## config.mk

```make
export PLATFORM = sky130hd
export DESIGN_NAME = upis_core
export DESIGN_NICKNAME = d
export VERILOG_FILES = /design/src/hdl/upis_pkg.sv /design/src/hdl/upis_core.sv
export SDC_FILE = /design/constraint.sdc
export NUM_CORES = 1
export LEC_CHECK = 0
export BUFFER_PORTS_ARGS = -buffer_cell sky130_fd_sc_hd__buf_2
export CAP_MARGIN = 20
export CORE_MARGIN = 4
export CORE_UTILIZATION = 35
export DETAILED_ROUTE_END_ITERATION = 10
export GPL_TIMING_DRIVEN = 1
export PLACE_DENSITY = 0.54
export SLEW_MARGIN = 20
export SYNTH_ARGS = -nofsm -noshare
export SYNTH_HDL_FRONTEND = slang
export SYNTH_SLANG_ARGS = --single-unit
```

## constraint.sdc

```tcl
create_clock -name clk -period 2.2 [get_ports clk]
set_input_delay 0 -clock clk [delete_from_list [all_inputs] [get_ports clk]]
set_output_delay 0 -clock clk [all_outputs]
set_load 0.005 [all_outputs]
```

## src/hdl/upis_pkg.sv

```systemverilog
// Package for the USB power and interrupt status block: register map, fields, timings
package upis_pkg;
  localparam logic [7:0] OFF_POWER_CONTROL = 8'h00;
  localparam logic [7:0] OFF_INT_FLAGS = 8'h04;
  localparam logic [7:0] OFF_INT_ENABLES = 8'h08;
  localparam logic [7:0] OFF_ERR_FLAGS = 8'h0C;
  localparam logic [7:0] OFF_ERR_ENABLES = 8'h10;
  localparam logic [7:0] OFF_TRANS_STATUS = 8'h14;
  localparam logic [7:0] OFF_HOST_CONTROL = 8'h18;
  localparam int PWR_ACT_PEND_BIT = 7;
  localparam int PWR_SLEEP_GUARD_BIT = 4;
  localparam int PWR_BUSY_BIT = 3;
  localparam int PWR_SUSPEND_BIT = 1;
  localparam int PWR_ENABLE_BIT = 0;
  localparam int IR_STALL_BIT = 7;
  localparam int IR_ATTACH_BIT = 6;
  localparam int IR_RESUME_BIT = 5;
  localparam int IR_IDLE_BIT = 4;
  localparam int IR_TRN_BIT = 3;
  localparam int IR_SOF_BIT = 2;
  localparam int IR_ERR_BIT = 1;
  localparam int IR_RST_DET_BIT = 0;
  localparam int ER_BITSTUFF_BIT = 7;
  localparam int ER_BUSMATRIX_BIT = 6;
  localparam int ER_DMA_BIT = 5;
  localparam int ER_TURNAROUND_BIT = 4;
  localparam int ER_DATASIZE_BIT = 3;
  localparam int ER_CRC16_BIT = 2;
  localparam int ER_CRC5_EOF_BIT = 1;
  localparam int ER_PID_BIT = 0;
  localparam int HC_HOST_ROLE_BIT = 0;
  localparam logic [7:0] FLAGS_RESET = 8'h00;
  localparam logic [7:0] CTRL_RESET = 8'h00;
  localparam int CLK_MHZ = 125;
  localparam int K_STATE_NS = 2500;
  localparam int IDLE_ACT_NS = 2500;
  localparam int IDLE_3MS_US = 3000;
  localparam int K_STATE_CYC = (K_STATE_NS * CLK_MHZ + 999) / 1000;
  localparam int IDLE_ACT_CYC = (IDLE_ACT_NS * CLK_MHZ + 999) / 1000;
  localparam int IDLE_3MS_CYC = IDLE_3MS_US * CLK_MHZ;
  localparam int FULL_BIT_NS_X10 = 833;
  localparam int TURNAROUND_BITS = 16;
  localparam int TURNAROUND_CYC = (TURNAROUND_BITS * FULL_BIT_NS_X10 * CLK_MHZ) / 10000;
  localparam int READY_DELAY_CYC = 8;
  localparam int FIFO_DEPTH = 4;

  typedef struct packed {
    logic se0;
    logic j_state;
    logic k_state;
    logic activity;
    logic eop;
    logic busy_xfer;
  } upis_line_type;

  typedef struct packed {
    logic stall_hs;
    logic bus_reset;
    logic detach;
    logic token_done;
    logic [5:0] token_status;
    logic sof_rx;
    logic sof_threshold;
    logic sof_count_zero;
    logic bitstuff_err;
    logic pid_err;
    logic datasize_err;
    logic crc16_err;
    logic crc5_err;
    logic busmatrix_err;
    logic dma_err;
  } upis_event_type;
endpackage

```

## src/hdl/upis_core.sv

```systemverilog
// USB power control, interrupt flags, error flags and status FIFO with APB slave
`timescale 1ns/1ns
module upis_core #(
  parameter int IDLE_CYCLES = upis_pkg::IDLE_3MS_CYC
) (
  input wire logic clk,
  input wire logic sys_rst,
  input wire logic psel,
  input wire logic penable,
  input wire logic pwrite,
  input wire logic [7:0] paddr,
  input wire logic [31:0] pwdata,
  output logic [31:0] prdata,
  output logic pready,
  output logic pslverr,
  input wire logic [5:0] line_pins,
  input wire upis_pkg::upis_event_type events,
  output logic module_interrupt_out,
  output logic sleep_block,
  output logic usb_clk_gate_en,
  output logic xcvr_low_power,
  output logic usb_outputs_enable,
  output logic pins_owned,
  output logic analog_enable,
  output logic host_role_enable
);
  typedef struct packed {
    logic [5:0] sync1;
    logic [5:0] sync2;
    logic [5:0] sync3;
    logic [5:0] line;
    logic sleep_entry_guard;
    logic suspend_request;
    logic module_power_enable;
    logic host_role;
    logic [3:0] ready_cnt;
    logic [7:0] int_flags;
    logic [7:0] int_enables;
    logic [7:0] err_flags;
    logic [7:0] err_enables;
    logic [upis_pkg::FIFO_DEPTH-1:0][5:0] fifo;
    logic [1:0] rd_ptr;
    logic [1:0] wr_ptr;
    logic [2:0] count;
    logic [8:0] k_cnt;
    logic [8:0] quiet_cnt;
    logic [8:0] ta_cnt;
    logic ta_armed;
    logic [19:0] idle_cnt;
    logic [31:0] rdata;
  } upis_state_type;

  upis_state_type s_q, s_d;
  upis_pkg::upis_line_type ln;
  logic wr_acc, rd_acc;
  logic [7:0] w8, ir_set, er_set;
  logic module_busy, activity_pending;

  function automatic logic [7:0] w1c(input logic [7:0] cur, input logic [7:0] set,
                                     input logic [7:0] clr);
    w1c = set | (cur & ~clr);
  endfunction

  assign ln = s_q.line;
  assign wr_acc = psel & penable & pwrite;
  // Read word is registered in the setup cycle so it stands at the access edge
  assign rd_acc = psel & ~penable & ~pwrite;
  assign w8 = pwdata[7:0];
  assign pready = 1'b1;
  assign pslverr = 1'b0;
  assign prdata = s_q.rdata;
  // Busy while powered, or while the power-down settle count runs
  assign module_busy = s_q.module_power_enable | (s_q.ready_cnt != 4'h0);
  // Line activity while the interrupt output is low counts as pending activity
  assign activity_pending = ln.activity & ~module_interrupt_out;
  assign sleep_block = s_q.sleep_entry_guard
                       & (ln.activity | module_interrupt_out);
  assign usb_clk_gate_en = s_q.module_power_enable & ~s_q.suspend_request;
  assign xcvr_low_power = s_q.suspend_request | ~s_q.module_power_enable;
  assign usb_outputs_enable = s_q.module_power_enable;
  assign pins_owned = s_q.module_power_enable;
  assign analog_enable = s_q.module_power_enable;
  assign host_role_enable = s_q.host_role;
  // Interrupt gathers every enabled flag; error path also needs bit 1 enable
  assign module_interrupt_out = |(s_q.int_flags & s_q.int_enables);

  always_comb begin
    logic pwr_on;
    logic host;
    logic [7:0] err_clr;
    pwr_on = s_q.module_power_enable;
    host = s_q.host_role;
    ir_set = 8'h00;
    er_set = 8'h00;
    err_clr = 8'h00;
    s_d = s_q;
    // Three-stage capture; the first stage feeds only the second
    s_d.sync1 = line_pins;
    s_d.sync2 = s_q.sync1;
    s_d.sync3 = s_q.sync2;
    if (s_q.sync2 == s_q.sync3) begin
      s_d.line = s_q.sync3;
    end
    if (s_q.module_power_enable) begin
      s_d.ready_cnt = 4'(upis_pkg::READY_DELAY_CYC);
    end else if (s_q.ready_cnt != 4'h0) begin
      s_d.ready_cnt = s_q.ready_cnt - 4'h1;
    end
    // Resume detection works in suspend too, the line logic is not clock gated here
    s_d.k_cnt = ln.k_state ? s_q.k_cnt + 9'h001 : 9'h000;
    if (s_q.k_cnt == 9'(upis_pkg::K_STATE_CYC - 1) && ln.k_state) begin
      ir_set[upis_pkg::IR_RESUME_BIT] = pwr_on;
    end
    s_d.quiet_cnt = ln.activity ? 9'h000 : s_q.quiet_cnt + 9'h001;
    if (s_q.quiet_cnt == 9'(upis_pkg::IDLE_ACT_CYC - 1) && !ln.activity) begin
      ir_set[upis_pkg::IR_ATTACH_BIT] = pwr_on & host & ~ln.se0;
    end
    if (s_q.quiet_cnt == 9'(upis_pkg::IDLE_ACT_CYC)) begin
      s_d.quiet_cnt = s_q.quiet_cnt;
    end
    s_d.idle_cnt = (ln.j_state && !ln.activity) ? s_q.idle_cnt + 20'h00001 : 20'h00000;
    if (s_q.idle_cnt == 20'(IDLE_CYCLES - 1) && ln.j_state && !ln.activity) begin
      ir_set[upis_pkg::IR_IDLE_BIT] = pwr_on;
    end
    if (s_q.idle_cnt == 20'(IDLE_CYCLES)) begin
      s_d.idle_cnt = s_q.idle_cnt;
    end
    // Turnaround timer starts at end of packet and stops on fresh activity
    if (ln.eop) begin
      s_d.ta_armed = 1'b1;
      s_d.ta_cnt = 9'h000;
    end else if (ln.activity) begin
      s_d.ta_armed = 1'b0;
    end else if (s_q.ta_armed) begin
      s_d.ta_cnt = s_q.ta_cnt + 9'h001;
      if (s_q.ta_cnt == 9'(upis_pkg::TURNAROUND_CYC)) begin
        s_d.ta_armed = 1'b0;
        er_set[upis_pkg::ER_TURNAROUND_BIT] = pwr_on & host;
      end
    end
    if (pwr_on) begin
      ir_set[upis_pkg::IR_STALL_BIT] = events.stall_hs;
      ir_set[upis_pkg::IR_SOF_BIT] = host ? events.sof_threshold : events.sof_rx;
      ir_set[upis_pkg::IR_RST_DET_BIT] = host ? events.detach : events.bus_reset;
      er_set[upis_pkg::ER_BITSTUFF_BIT] |= events.bitstuff_err;
      er_set[upis_pkg::ER_PID_BIT] |= events.pid_err;
      er_set[upis_pkg::ER_DATASIZE_BIT] |= events.datasize_err;
      er_set[upis_pkg::ER_BUSMATRIX_BIT] |= events.busmatrix_err;
      er_set[upis_pkg::ER_DMA_BIT] |= events.dma_err;
      er_set[upis_pkg::ER_CRC16_BIT] |= events.crc16_err;
      er_set[upis_pkg::ER_CRC5_EOF_BIT] |= host
        ? (events.sof_count_zero & ln.busy_xfer)
        : events.crc5_err;
    end
    // Status entries push; a full FIFO drops the newest entry
    if (pwr_on && events.token_done && s_q.count != 3'(upis_pkg::FIFO_DEPTH)) begin
      s_d.fifo[s_q.wr_ptr] = events.token_status;
      s_d.wr_ptr = s_q.wr_ptr + 2'h1;
      s_d.count = s_d.count + 3'h1;
    end
    // Done flag stays up while any entry waits
    ir_set[upis_pkg::IR_TRN_BIT] = (s_q.count != 3'h0);
    if (wr_acc) begin
      unique case (paddr)
        upis_pkg::OFF_POWER_CONTROL: begin
          s_d.sleep_entry_guard = w8[upis_pkg::PWR_SLEEP_GUARD_BIT];
          s_d.suspend_request = w8[upis_pkg::PWR_SUSPEND_BIT];
          s_d.module_power_enable = w8[upis_pkg::PWR_ENABLE_BIT];
        end
        upis_pkg::OFF_INT_FLAGS: begin
          if (w8[upis_pkg::IR_TRN_BIT] && s_q.count != 3'h0) begin
            s_d.rd_ptr = s_q.rd_ptr + 2'h1;
            s_d.count = s_d.count - 3'h1;
            ir_set[upis_pkg::IR_TRN_BIT] = (s_d.count != 3'h0);
          end
          s_d.int_flags = w1c(s_q.int_flags, 8'h00, w8);
        end
        upis_pkg::OFF_INT_ENABLES: s_d.int_enables = w8;
        upis_pkg::OFF_ERR_FLAGS: err_clr = w8;
        upis_pkg::OFF_ERR_ENABLES: s_d.err_enables = w8;
        upis_pkg::OFF_HOST_CONTROL: s_d.host_role = w8[upis_pkg::HC_HOST_ROLE_BIT];
        default: ;
      endcase
    end
    s_d.err_flags = w1c(s_q.err_flags, er_set, err_clr);
    // Only enabled errors raise the aggregate; it clears when none remain
    ir_set[upis_pkg::IR_ERR_BIT] = |(s_d.err_flags & s_q.err_enables);
    s_d.int_flags[upis_pkg::IR_ERR_BIT] = 1'b0;
    s_d.int_flags = (wr_acc && paddr == upis_pkg::OFF_INT_FLAGS)
                    ? s_d.int_flags | ir_set
                    : w1c(s_q.int_flags, ir_set, 8'h00) & ~8'h02 | ir_set;
    s_d.rdata = 32'h0000_0000;
    if (rd_acc) begin
      unique case (paddr)
        upis_pkg::OFF_POWER_CONTROL: begin
          s_d.rdata[upis_pkg::PWR_ACT_PEND_BIT] = activity_pending;
          s_d.rdata[upis_pkg::PWR_SLEEP_GUARD_BIT] = s_q.sleep_entry_guard;
          s_d.rdata[upis_pkg::PWR_BUSY_BIT] = module_busy;
          s_d.rdata[upis_pkg::PWR_SUSPEND_BIT] = s_q.suspend_request;
          s_d.rdata[upis_pkg::PWR_ENABLE_BIT] = s_q.module_power_enable;
        end
        upis_pkg::OFF_INT_FLAGS: s_d.rdata[7:0] = s_q.int_flags;
        upis_pkg::OFF_INT_ENABLES: s_d.rdata[7:0] = s_q.int_enables;
        upis_pkg::OFF_ERR_FLAGS: s_d.rdata[7:0] = s_q.err_flags;
        upis_pkg::OFF_ERR_ENABLES: s_d.rdata[7:0] = s_q.err_enables;
        upis_pkg::OFF_TRANS_STATUS: begin
          if (s_q.count != 3'h0) begin
            s_d.rdata[7:2] = s_q.fifo[s_q.rd_ptr];
          end
        end
        upis_pkg::OFF_HOST_CONTROL: s_d.rdata[upis_pkg::HC_HOST_ROLE_BIT] = s_q.host_role;
        default: ;
      endcase
    end
  end

  always_ff @(posedge clk) begin
    if (sys_rst) begin
      s_q <= '0;
    end else begin
      s_q <= s_d;
    end
  end
endmodule // upis_core

```

## After elaboration in Yosys (flattened, before gate mapping)

Index checks and enable logic that the tools add are counted.

| word-level totals | value |
|---|---|
| word-level logic and storage cells | 162 |
| output and inout port bits | 42 |
| input bits | 71 |
| register bits after elaboration | 175 |

| operators by class | value |
|---|---|
| $add $sub $neg | 9 |
| magnitude comparators | 3 |
| reductions and logical operators | 28 |
| mux-type cells | 48 |
| equality and inequality tests | 14 |
| bitwise logic cells | 32 |

Operators by type and width:

| kind | count |
|---|---|
| equality test 20 x 19 -> 1 bit (second input constant) | 2 |
| 2-to-1 mux 8 bit | 5 |
| bitwise AND 8 bit | 4 |
| OR 8 bit | 4 |
| adder 9 x 1 -> 9 bit (second input constant) | 3 |
| equality test 9 bit (second input constant) | 3 |
| bitwise mux 24 bit | 1 |
| equality test 8 x 5 -> 1 bit (second input constant) | 3 |
| adder 20 x 1 -> 20 bit (second input constant) | 1 |
| 2-to-1 mux 20 bit | 1 |
| 2-to-1 mux 1 bit | 19 |
| 2-to-1 mux 6 bit | 3 |
| equality test 8 x 4 -> 1 bit (second input constant) | 2 |
| 2-to-1 mux 16 bit | 1 |
| inverter 8 bit | 2 |
| OR reduction 8 bit | 2 |
| 2-to-1 mux 3 bit | 5 |
| binary-select mux 6 bit (select 2 bit) | 1 |
| demux 6 bit (select 2 bit) | 1 |
| 2-to-1 mux 4 bit | 3 |
| one-hot mux 1 bit (6 select lines) | 2 |
| one-hot mux 2 bit (6 select lines) | 1 |
| bitwise AND 1 bit | 10 |
| logical AND 1 bit | 10 |
| 24 further kinds | 45 |

## Depth between registers and ports, before layout

Gate-level depths: netlist (run 1).

| depth | value |
|---|---|
| word-level depth | 11 |
| gate-level depth with buffers | 9 |
| depth with buffers taken out | 9 |

## Worst setup path before layout (run 1)

OpenSTA, ideal clock, no wires.

| timing path | value |
|---|---|
| path type | register to register |
| start | reg s_q, in the netlist analog_enable |
| end | reg s_q[82] (netlist bit) |
| stages on the path, launching flop included | 10 |
| setup slack | 101 ps |
| data arrival time | 1,972 ps |
| clock period less this slack | 2,099 ps |
| data required time | 2,072 ps |
| setup time | 128 ps |
| buffers on the path | 1 |
| cell sequence | dfxtp_1 -> clkbuf_1 -> nand2_1 -> a21oi_1 -> mux2i_1 -> ha_1 -> and3_1 -> nand3_1 -> xnor2_1 -> nor2_1 |

| on the way | value |
|---|---|
| longest elaborated chain between the ends | 7 |

RTL lines:

| what | line | source |
|---|---|---|
| start, declared | upis_core.sv:53 | `upis_state_type s_q, s_d;` |
| start signal, assigned | upis_core.sv:219 | `s_q <= '0;` |
| start signal, assigned | upis_core.sv:221 | `s_q <= s_d;` |
| logical AND 1 bit (*) (2 in a row) | upis_core.sv:156 | `if (pwr_on && events.token_done && s_q.count != 3'(upis_pkg::FIFO_DEPTH)) begin` |
| 2-to-1 mux 3 bit (*) | upis_core.sv:156 |  |
| subtractor 3 x 1 -> 3 bit | upis_core.sv:173 | `s_d.count = s_d.count - 3'h1;` |
| 2-to-1 mux 3 bit | upis_core.sv:171 | `if (w8[upis_pkg::IR_TRN_BIT] && s_q.count != 3'h0) begin` |
| 2-to-1 mux 3 bit | upis_core.sv:164 | `unique case (paddr)` |
| 2-to-1 mux 3 bit (*) | upis_core.sv:163 | `if (wr_acc) begin` |

Mark *: on every way between the ends. The rest lies on a longest branch, timed or not.
A chain may end at the register's enable or synchronous reset.

## Worst setup path in the final report (run 1)

| timing path | value |
|---|---|
| start | in paddr[1] |
| end | reg s_q[119] (netlist bit) |

| on the way | value |
|---|---|
| longest elaborated chain between the ends | 6 |

RTL lines:

| what | line | source |
|---|---|---|
| start, declared | upis_core.sv:11 | `input wire logic [7:0] paddr,` |
| equality test 8 x 4 -> 1 bit | upis_core.sv:164 |  |
| 2-to-1 mux 8 bit | upis_core.sv:164 |  |
| 2-to-1 mux 8 bit | upis_core.sv:163 |  |
| inverter 8 bit | upis_core.sv:61 | `w1c = set \| (cur & ~clr);` |
| bitwise AND 8 bit | upis_core.sv:61 |  |
| OR 8 bit | upis_core.sv:61 |  |

Every way passes these cells.

==> results_dict.tcl, run 1 <==
set metrics [dict create \
    cts_tree "yes" \
    hold_path_class "in -> reg" \
    peakVddDrop_mv 0.528 \
    worstSkewPairLatency_ns 0.43 \
    ys_types 54 \
    die_w_um 151 \
    drtIter0Drc 399 \
    synth.most_common_cell "dfxtp_1" \
    rsz0062_at_grt "false" \
    cts_buffers 17 \
    fin_crit_ns 2.14 \
    pre_cts_slack_ns 0.176 \
    skew_ns 0.0185 \
    drive_gt1_share_pct 16.0 \
    p_switching_mw 1.47 \
    core_area_um2 19700 \
    initial_utilization_pct 36.1 \
    synth.largest_area_cell "dfxtp_1" \
    synth_edf_count 0 \
    outcome "finished clean" \
    finalHoldViolCount 0 \
    crit_path_end_kind "flop" \
    fp.dieH_um 151 \
    die_area_um2 22700 \
    cp.required_ns 2.50 \
    crit_type "in -> reg" \
    maxSlewHeadroom_pct 48.8 \
    slew_viol_final 0 \
    path_max_fanout 8 \
    track_usage_pct 15.8 \
    fin_setup_tns_ns 0 \
    synth.avg_cell_area_um2 8.70 \
    antenna_left 0 \
    timing.hold.ws_ns 0.0309 \
    cts_htree_levels 4 \
    numPortBuffers 62 \
    routed-via-count 5846 \
    grt_max_degree 71 \
    synth_top_cell_area_share_pct 42.4 \
    dpl.hpwl_um 12300 \
    drc_errors 0 \
    p_int_mw 4.97 \
    cts.path.max_buffers 2 \
    tightest_slew_ns 0.768 \
    synth_ff_type "dfxtp_1" \
    yosys-top-cells-count "dfxtp_1 (151), nand2_1 (86), nor2_1 (85)" \
    switching_share_pct 22.8 \
    fmax_ghz 0.468 \
    avgViaCountPerCell 4.91 \
    yosysSeqAreaShare_pct 42.4 \
    grt_overflow 0 \
    cts.clk_slew.worst_paths_ns 0.06 \
    antenna_found_initial 2 \
    synthArstFlopShare_pct 0 \
    powerDensity_nw_per_um2 741 \
    cts_sinks 151 \
    root_buffer "clkbuf_16" \
    p_seq_share_pct 43.9 \
    wl_per_cell_um 14.9 \
    grt_pass1_wl_um 28100 \
    power_frac_clock_pct 49.4 \
    io_pins 113 \
    synthTopCellsByArea "dfxtp_1 (42%), nand2_1 (4.5%), nor2_1 (4.5%), a21oi_1 (4.1%), buf_4 (4.0%)" \
    arrival_ns 2.44 \
    grt_pass1_vias 5294 \
    syn_to_final_growth_pct 21.8 \
    synth.cell_area_um2 7120 \
    leakage_nw 3.15 \
    yosys_warnings 0 \
    netlist_instances 819 \
    nets 1001 \
    cap_violations 0 \
    setup_viol 0 \
    finalCritPeriodShare_pct 97.2 \
    rows 51 \
    setup_ws_ns 0.0626 \
    routed_wl_um 17800 \
    synth_seq_cells 151 \
    gp_congestion 0.792 \
    power_frac_comb_pct 6.7 \
    drtPass1Iterations 4 \
    crit_path_start_kind "primary input" \
]
[power groups by stage]
stage	clock network (mW)	logic (mW)	registers, mW
global placement	0	0.374	2.88
global route	3.37	0.487	2.83
floorplan	0	0.296	2.88
detailed placement	0	0.376	2.88
finish	3.18	0.430	2.82
CTS	3.25	0.431	2.82
[stage by stage]
step,area (µm²),power (mW),utilization (%),instances
after floorplan,7210,3.17,-,843
after global placement,7610,3.26,38.6,1116
after detailed placement,7610,3.26,38.6,1116
after CTS,8650,6.51,43.9,1187
after global routing,8670,6.69,44.0,1190
final,8670,6.43,44.0,1190
[final timing paths]
path | slack, ns | start | cells past startpoint | to
max | 0.06 | paddr[1] | 7 | s_q[119]
min | 0.03 | paddr[2] | 2 | prdata[0]
max reg2reg | 0.26 | s_q[80] | 8 | s_q[138]
min reg2reg | 0.44 | s_d[165] | 1 | s_d[159]
[registers in the layout, indices dropped and copies added, names as in the netlist]
| name | flops |
|---|---|
| prdata | 8 |
| analog_enable | 1 |
| ln | 6 |
| s_q | 123 |
| host_role_enable | 1 |
| s_d | 12 |
[critical path, stage by stage]
cell and delay (ns):
dlygate4sd3_1 0.53, buf_2 0.13, or4_4 0.60, nor4b_2 0.27, buf_4 0.21, a311oi_1 0.09, dlygate4sd3_1 0.59
[repair_timing]
| item | 4_1_cts | 5_1_grt |
|---|---|---|
| hold buffers | 39 | 0 |
| endpoints found under the setup margin | 0 | 2 |
| hold endpoints to repair | 85 | 0 |
| gates resized for setup | 0 | 1 |
| buffers inserted | 0 | 2 |
[cell usage in the layout (no fill, tap or decap), types with 20 or more instances in the layout]
| cell | count |
|---|---|
| xor2_1 | 20 |
| nor2_1 | 85 |
| dfxtp_1 | 151 |
| nand3_1 | 52 |
| mux2i_1 | 20 |
| nand2_1 | 86 |
| a21oi_1 | 57 |
| a22oi_1 | 20 |
| buf_2 | 61 |
| buf_4 | 25 |
| nor2b_1 | 23 |
| xnor2_1 | 29 |
| conb_1 | 26 |
| inv_1 | 30 |
| dlygate4sd3_1 | 39 |
[per-layer routing]
metal	up-vias	global-route usage (%)	routed length (µm)
met5	-	0	0
met4	0	4.22	276
met3	17	3.70	879
met2	131	22.7	7700
met1	2734	23.5	8900
li1	2964	-	-
[cell families (layout without fill, tap and decap cells)]
kind of cell	count (synthesis)	in the layout	synth area share, %
fa+ha+maj	19	19	3.34
mux	33	33	5.97
buf+inv	107	188	7.71
xor+xnor	49	49	6.03
simple gates	334	334	23.7
other cells	2	27	0.105
flops	151	151	42.4
compound gates	124	124	10.7
[layout make-up]
class / count / area (µm²)
clock inverters: 13 / 193
diodes: 1 / 2.50
inverters: 30 / 113
well taps: 265 / 332
repair buffers: 126 / 903
flip-flops and latches: 151 / 3020
fillers: 1963 / 11000
multi-input cells: 585 / 3660
clock buffers: 19 / 453
(Power assumes the default switching activity.)
==> run 2, diff against run 1 <==
--- a/config.mk
+++ b/config.mk
@@ -5,13 +5,14 @@
 export SDC_FILE = /design/constraint.sdc
 export NUM_CORES = 1
 export LEC_CHECK = 0
+export ABC_AREA = 1
 export BUFFER_PORTS_ARGS = -buffer_cell sky130_fd_sc_hd__buf_2
 export CAP_MARGIN = 20
 export CORE_MARGIN = 4
 export CORE_UTILIZATION = 35
 export DETAILED_ROUTE_END_ITERATION = 10
 export GPL_TIMING_DRIVEN = 1
-export PLACE_DENSITY = 0.54
+export PLACE_DENSITY = 0.53
 export SLEW_MARGIN = 20
 export SYNTH_ARGS = -nofsm -noshare
 export SYNTH_HDL_FRONTEND = slang
==> run 2 against run 1 <==
Net effect:
- wire length rose by 0.42%
- synthesized cell count rose by 24%
- global-route usage fell by 0.37 points
- clock power fell by 8.2%
- non-clock buffer count fell by 18
- first-iteration DRC count fell by 2.3%
- combinational power rose by 22%
- register-to-register slack got worse by 0.09 ns
- sequential power rose by 2%
- fmax rose by 5.1%
- hold slack got worse by 0.0025 ns
- critical endpoint is now s_q[109]
- largest power group unchanged
==> results_dict.tcl, run 2 <==
set metrics [dict create \
    track_usage_pct 15.4 \
    die_area_um2 23500 \
    synth.cell_area_um2 7400 \
    root_buffer "clkbuf_16" \
    initial_utilization_pct 36.1 \
    io_pins 113 \
    crit_path_end_kind "flop" \
    startpoint "s_q[80]" \
    hold_path_class "in -> reg" \
    total_power_mw 6.31 \
    cap_violations 0 \
    diodes 0 \
    outcome "finished clean" \
    cpPeakStageDelay_ns 0.56 \
    fin_setup_tns_ns 0 \
    synth.avg_cell_area_um2 7.27 \
    cts_sinks 151 \
    rsz0062_at_grt "false" \
    grt_max_degree 39 \
    crit_chain "inv_1 > ha_1 > a21oi_2 > buf_6 > nand2_2 > nand2_1 > a21oi_1 > dlygate4sd3_1" \
    wl_per_cell_um 12.8 \
    powerDensity_nw_per_um2 719 \
    rr_startpoint "s_q[80]" \
    crit_path_start_kind "flop" \
    drive_gt1_share_pct 13.5 \
    leakage_nw 3.44 \
    antenna_left 0 \
    synthTopCellsByArea "dfxtp_1 (41%), nand2_1 (9.7%), a21oi_1 (6.8%), inv_1 (6.6%), nor2_1 (5.9%)" \
    fp.dieH_um 153 \
    synth_top_cell_area_share_pct 40.8 \
    fillerInstances 2114 \
    worstReg2RegEnd "s_q[109]" \
    critPathCapture "s_q[109]" \
    arrival_ns 2.35 \
    critPathSlowestCell "dlygate4sd3_1" \
    worstSkewPairLatency_ns 0.43 \
    gp_congestion 0.847 \
    finalCritPeriodShare_pct 92.4 \
    synthArstFlopShare_pct 0 \
    skew_ns 0.0124 \
    cts.path.max_buffers 2 \
    path_max_fanout 20 \
    fin_crit_ns 2.03 \
    cts_htree_levels 4 \
    yosys_warnings 0 \
    synth.most_common_cell "nand2_1" \
    crit_type "reg -> reg" \
    routed_wl_um 17800 \
    syn_to_final_growth_pct 18.7 \
    yosys-top-cells-count "nand2_1 (192), dfxtp_1 (151), inv_1 (131)" \
    antenna_found_initial 0 \
    peakVddDrop_mv 0.466 \
    synth.largest_area_cell "dfxtp_1" \
    drc_errors 0 \
    finalHoldViolCount 0 \
    synth_edf_count 0 \
    fmax_ghz 0.492 \
    synth_ff_type "dfxtp_1" \
    die_w_um 153 \
    routed-via-count 6374 \
    ff2ff_setup_slack_ns 0.17 \
    cp.required_ns 2.51 \
    largest_register_ffs 123 \
    post-cts-setup-buffers 0 \
    avgViaCountPerCell 4.58 \
    layout_commonest_cell "nand2_1" \
    regArea_um2 3020 \
    ys_types 45 \
    dpl.hpwl_um 13100 \
    grt_pass1_vias 5957 \
    nets 1199 \
    multi_input_area_um2 3560 \
    drtPass1Iterations 5 \
    slew_viol_final 0 \
    timing.hold.ws_ns 0.0284 \
    cts_tree "yes" \
    cts_buffers 17 \
    grt_overflow 0 \
    core_area_um2 20500 \
    layout_common_cells "nand2_1 (191), dfxtp_1 (151), inv_1 (131), nor2_1 (116), a21oi_1 (101)" \
    drtIter0Drc 390 \
    yosysSeqAreaShare_pct 40.8 \
    rows 52 \
    regMostFlops "s_q" \
    grt_pass1_wl_um 29900 \
    ff2ff_path_depth 8 \
    cts.clk_slew.worst_paths_ns 0.07 \
    synth_seq_cells 151 \
    setup_viol 0 \
    netlist_instances 1018 \
    numPortBuffers 62 \
]
-- run 2: cell count changes in the layout (fill, tap and decap cells not counted), moves of 16 or more --
cell and delta:
a21oi_1 +44, a22oi_1 -17, buf_4 -16, inv_1 +101
mux2i_1 -20, nand2_1 +105, nor2_1 +31, nor2b_1 -23
o21ai_0 +49, xnor2_1 -23
-- run 2: area by class of cell --
type	count	share of cell area (%)
inverters	137	5.85
clock inverters	12	1.62
multi-input cells	694	40.5
clock buffers	20	5.08
well taps	270	3.85
flip-flops and latches	151	34.4
repair buffers	108	8.64
-- run 2: power breakdown --
| part | internal [mW] | switching (mW) | total, mW |
|---|---|---|---|
| Sequential | 2.81 | 0.0552 | 2.87 |
| Clock | 1.72 | 1.20 | 2.92 |
| Combinational | 0.214 | 0.311 | 0.525 |
| Total | 4.75 | 1.57 | 6.31 |
-- run 2: critical path: cells and delay by family, from the launching register on --
family,cells,cell delay [ns]
buffers and inverters,3,0.86
flip-flops,1,0.33
AO/OA/AOI/OAI,2,0.29
adder cells (fa/ha/maj),1,0.24
AND/OR/NAND/NOR,2,0.20
-- run 2: layer usage --
metal  up-vias  share of wire (%)  wire length, µm  GRT usage (%)
met5         -                  0                0              0
met4         0                1.3              240           4.33
met3        22                4.3              771           3.34
met2       109                 45             8070           25.2
met1      2834                 49             8750           20.5
li1       3409                  -                -              -
-- run 2: how the worst min path moves through the flow --
| stage | end | from | cells past startpoint | slack (ns) |
|---|---|---|---|---|
| after CTS | s_q[120] | events[7] | 5 | 0.007 |
| after detailed placement | s_d[163] | line_pins[0] | 3 | 0.21 |
| final | s_q[120] | events[7] | 5 | 0.03 |
| after global placement | s_d[163] | line_pins[0] | 3 | 0.20 |
| after global routing | s_q[120] | events[7] | 5 | 0.05 |
| after floorplan | s_d[163] | line_pins[0] | 2 | 0.11 |
-- run 2: timing repair --
| item | in CTS | in global routing |
|---|---|---|
| gates resized for setup | 0 | 3 |
| endpoints found under the setup margin | 0 | 2 |
| hold endpoints to repair | 59 | 0 |
| hold buffers | 35 | 0 |
-- run 2: logic make-up (layout without fill, tap and decap cells) --
group | Yosys count | in the layout | synth area share [%]
AO/OA/AOI/OAI | 192 | 192 | 13.9
XOR/XNOR | 21 | 21 | 2.59
adder cells (fa/ha/maj) | 19 | 19 | 3.21
buffers and inverters | 197 | 277 | 12.3
flip-flops | 151 | 151 | 40.8
other | 2 | 26 | 0.101
AND/OR/NAND/NOR | 436 | 436 | 27.1
-- run 2: through the flow --
| stage | setup WS (ns) | std cells | cell area, µm² | util [%] |
|---|---|---|---|---|
| after global placement | 0.219 | 1325 | 7840 | 38.3 |
| final | 0.167 | 1392 | 8790 | 42.9 |
| after detailed placement | 0.142 | 1325 | 7840 | 38.3 |
| after floorplan | 0.425 | 1042 | 7490 | - |
| after CTS | 0.0586 | 1392 | 8780 | 42.8 |
| after global routing | 0.0280 | 1392 | 8790 | 42.9 |
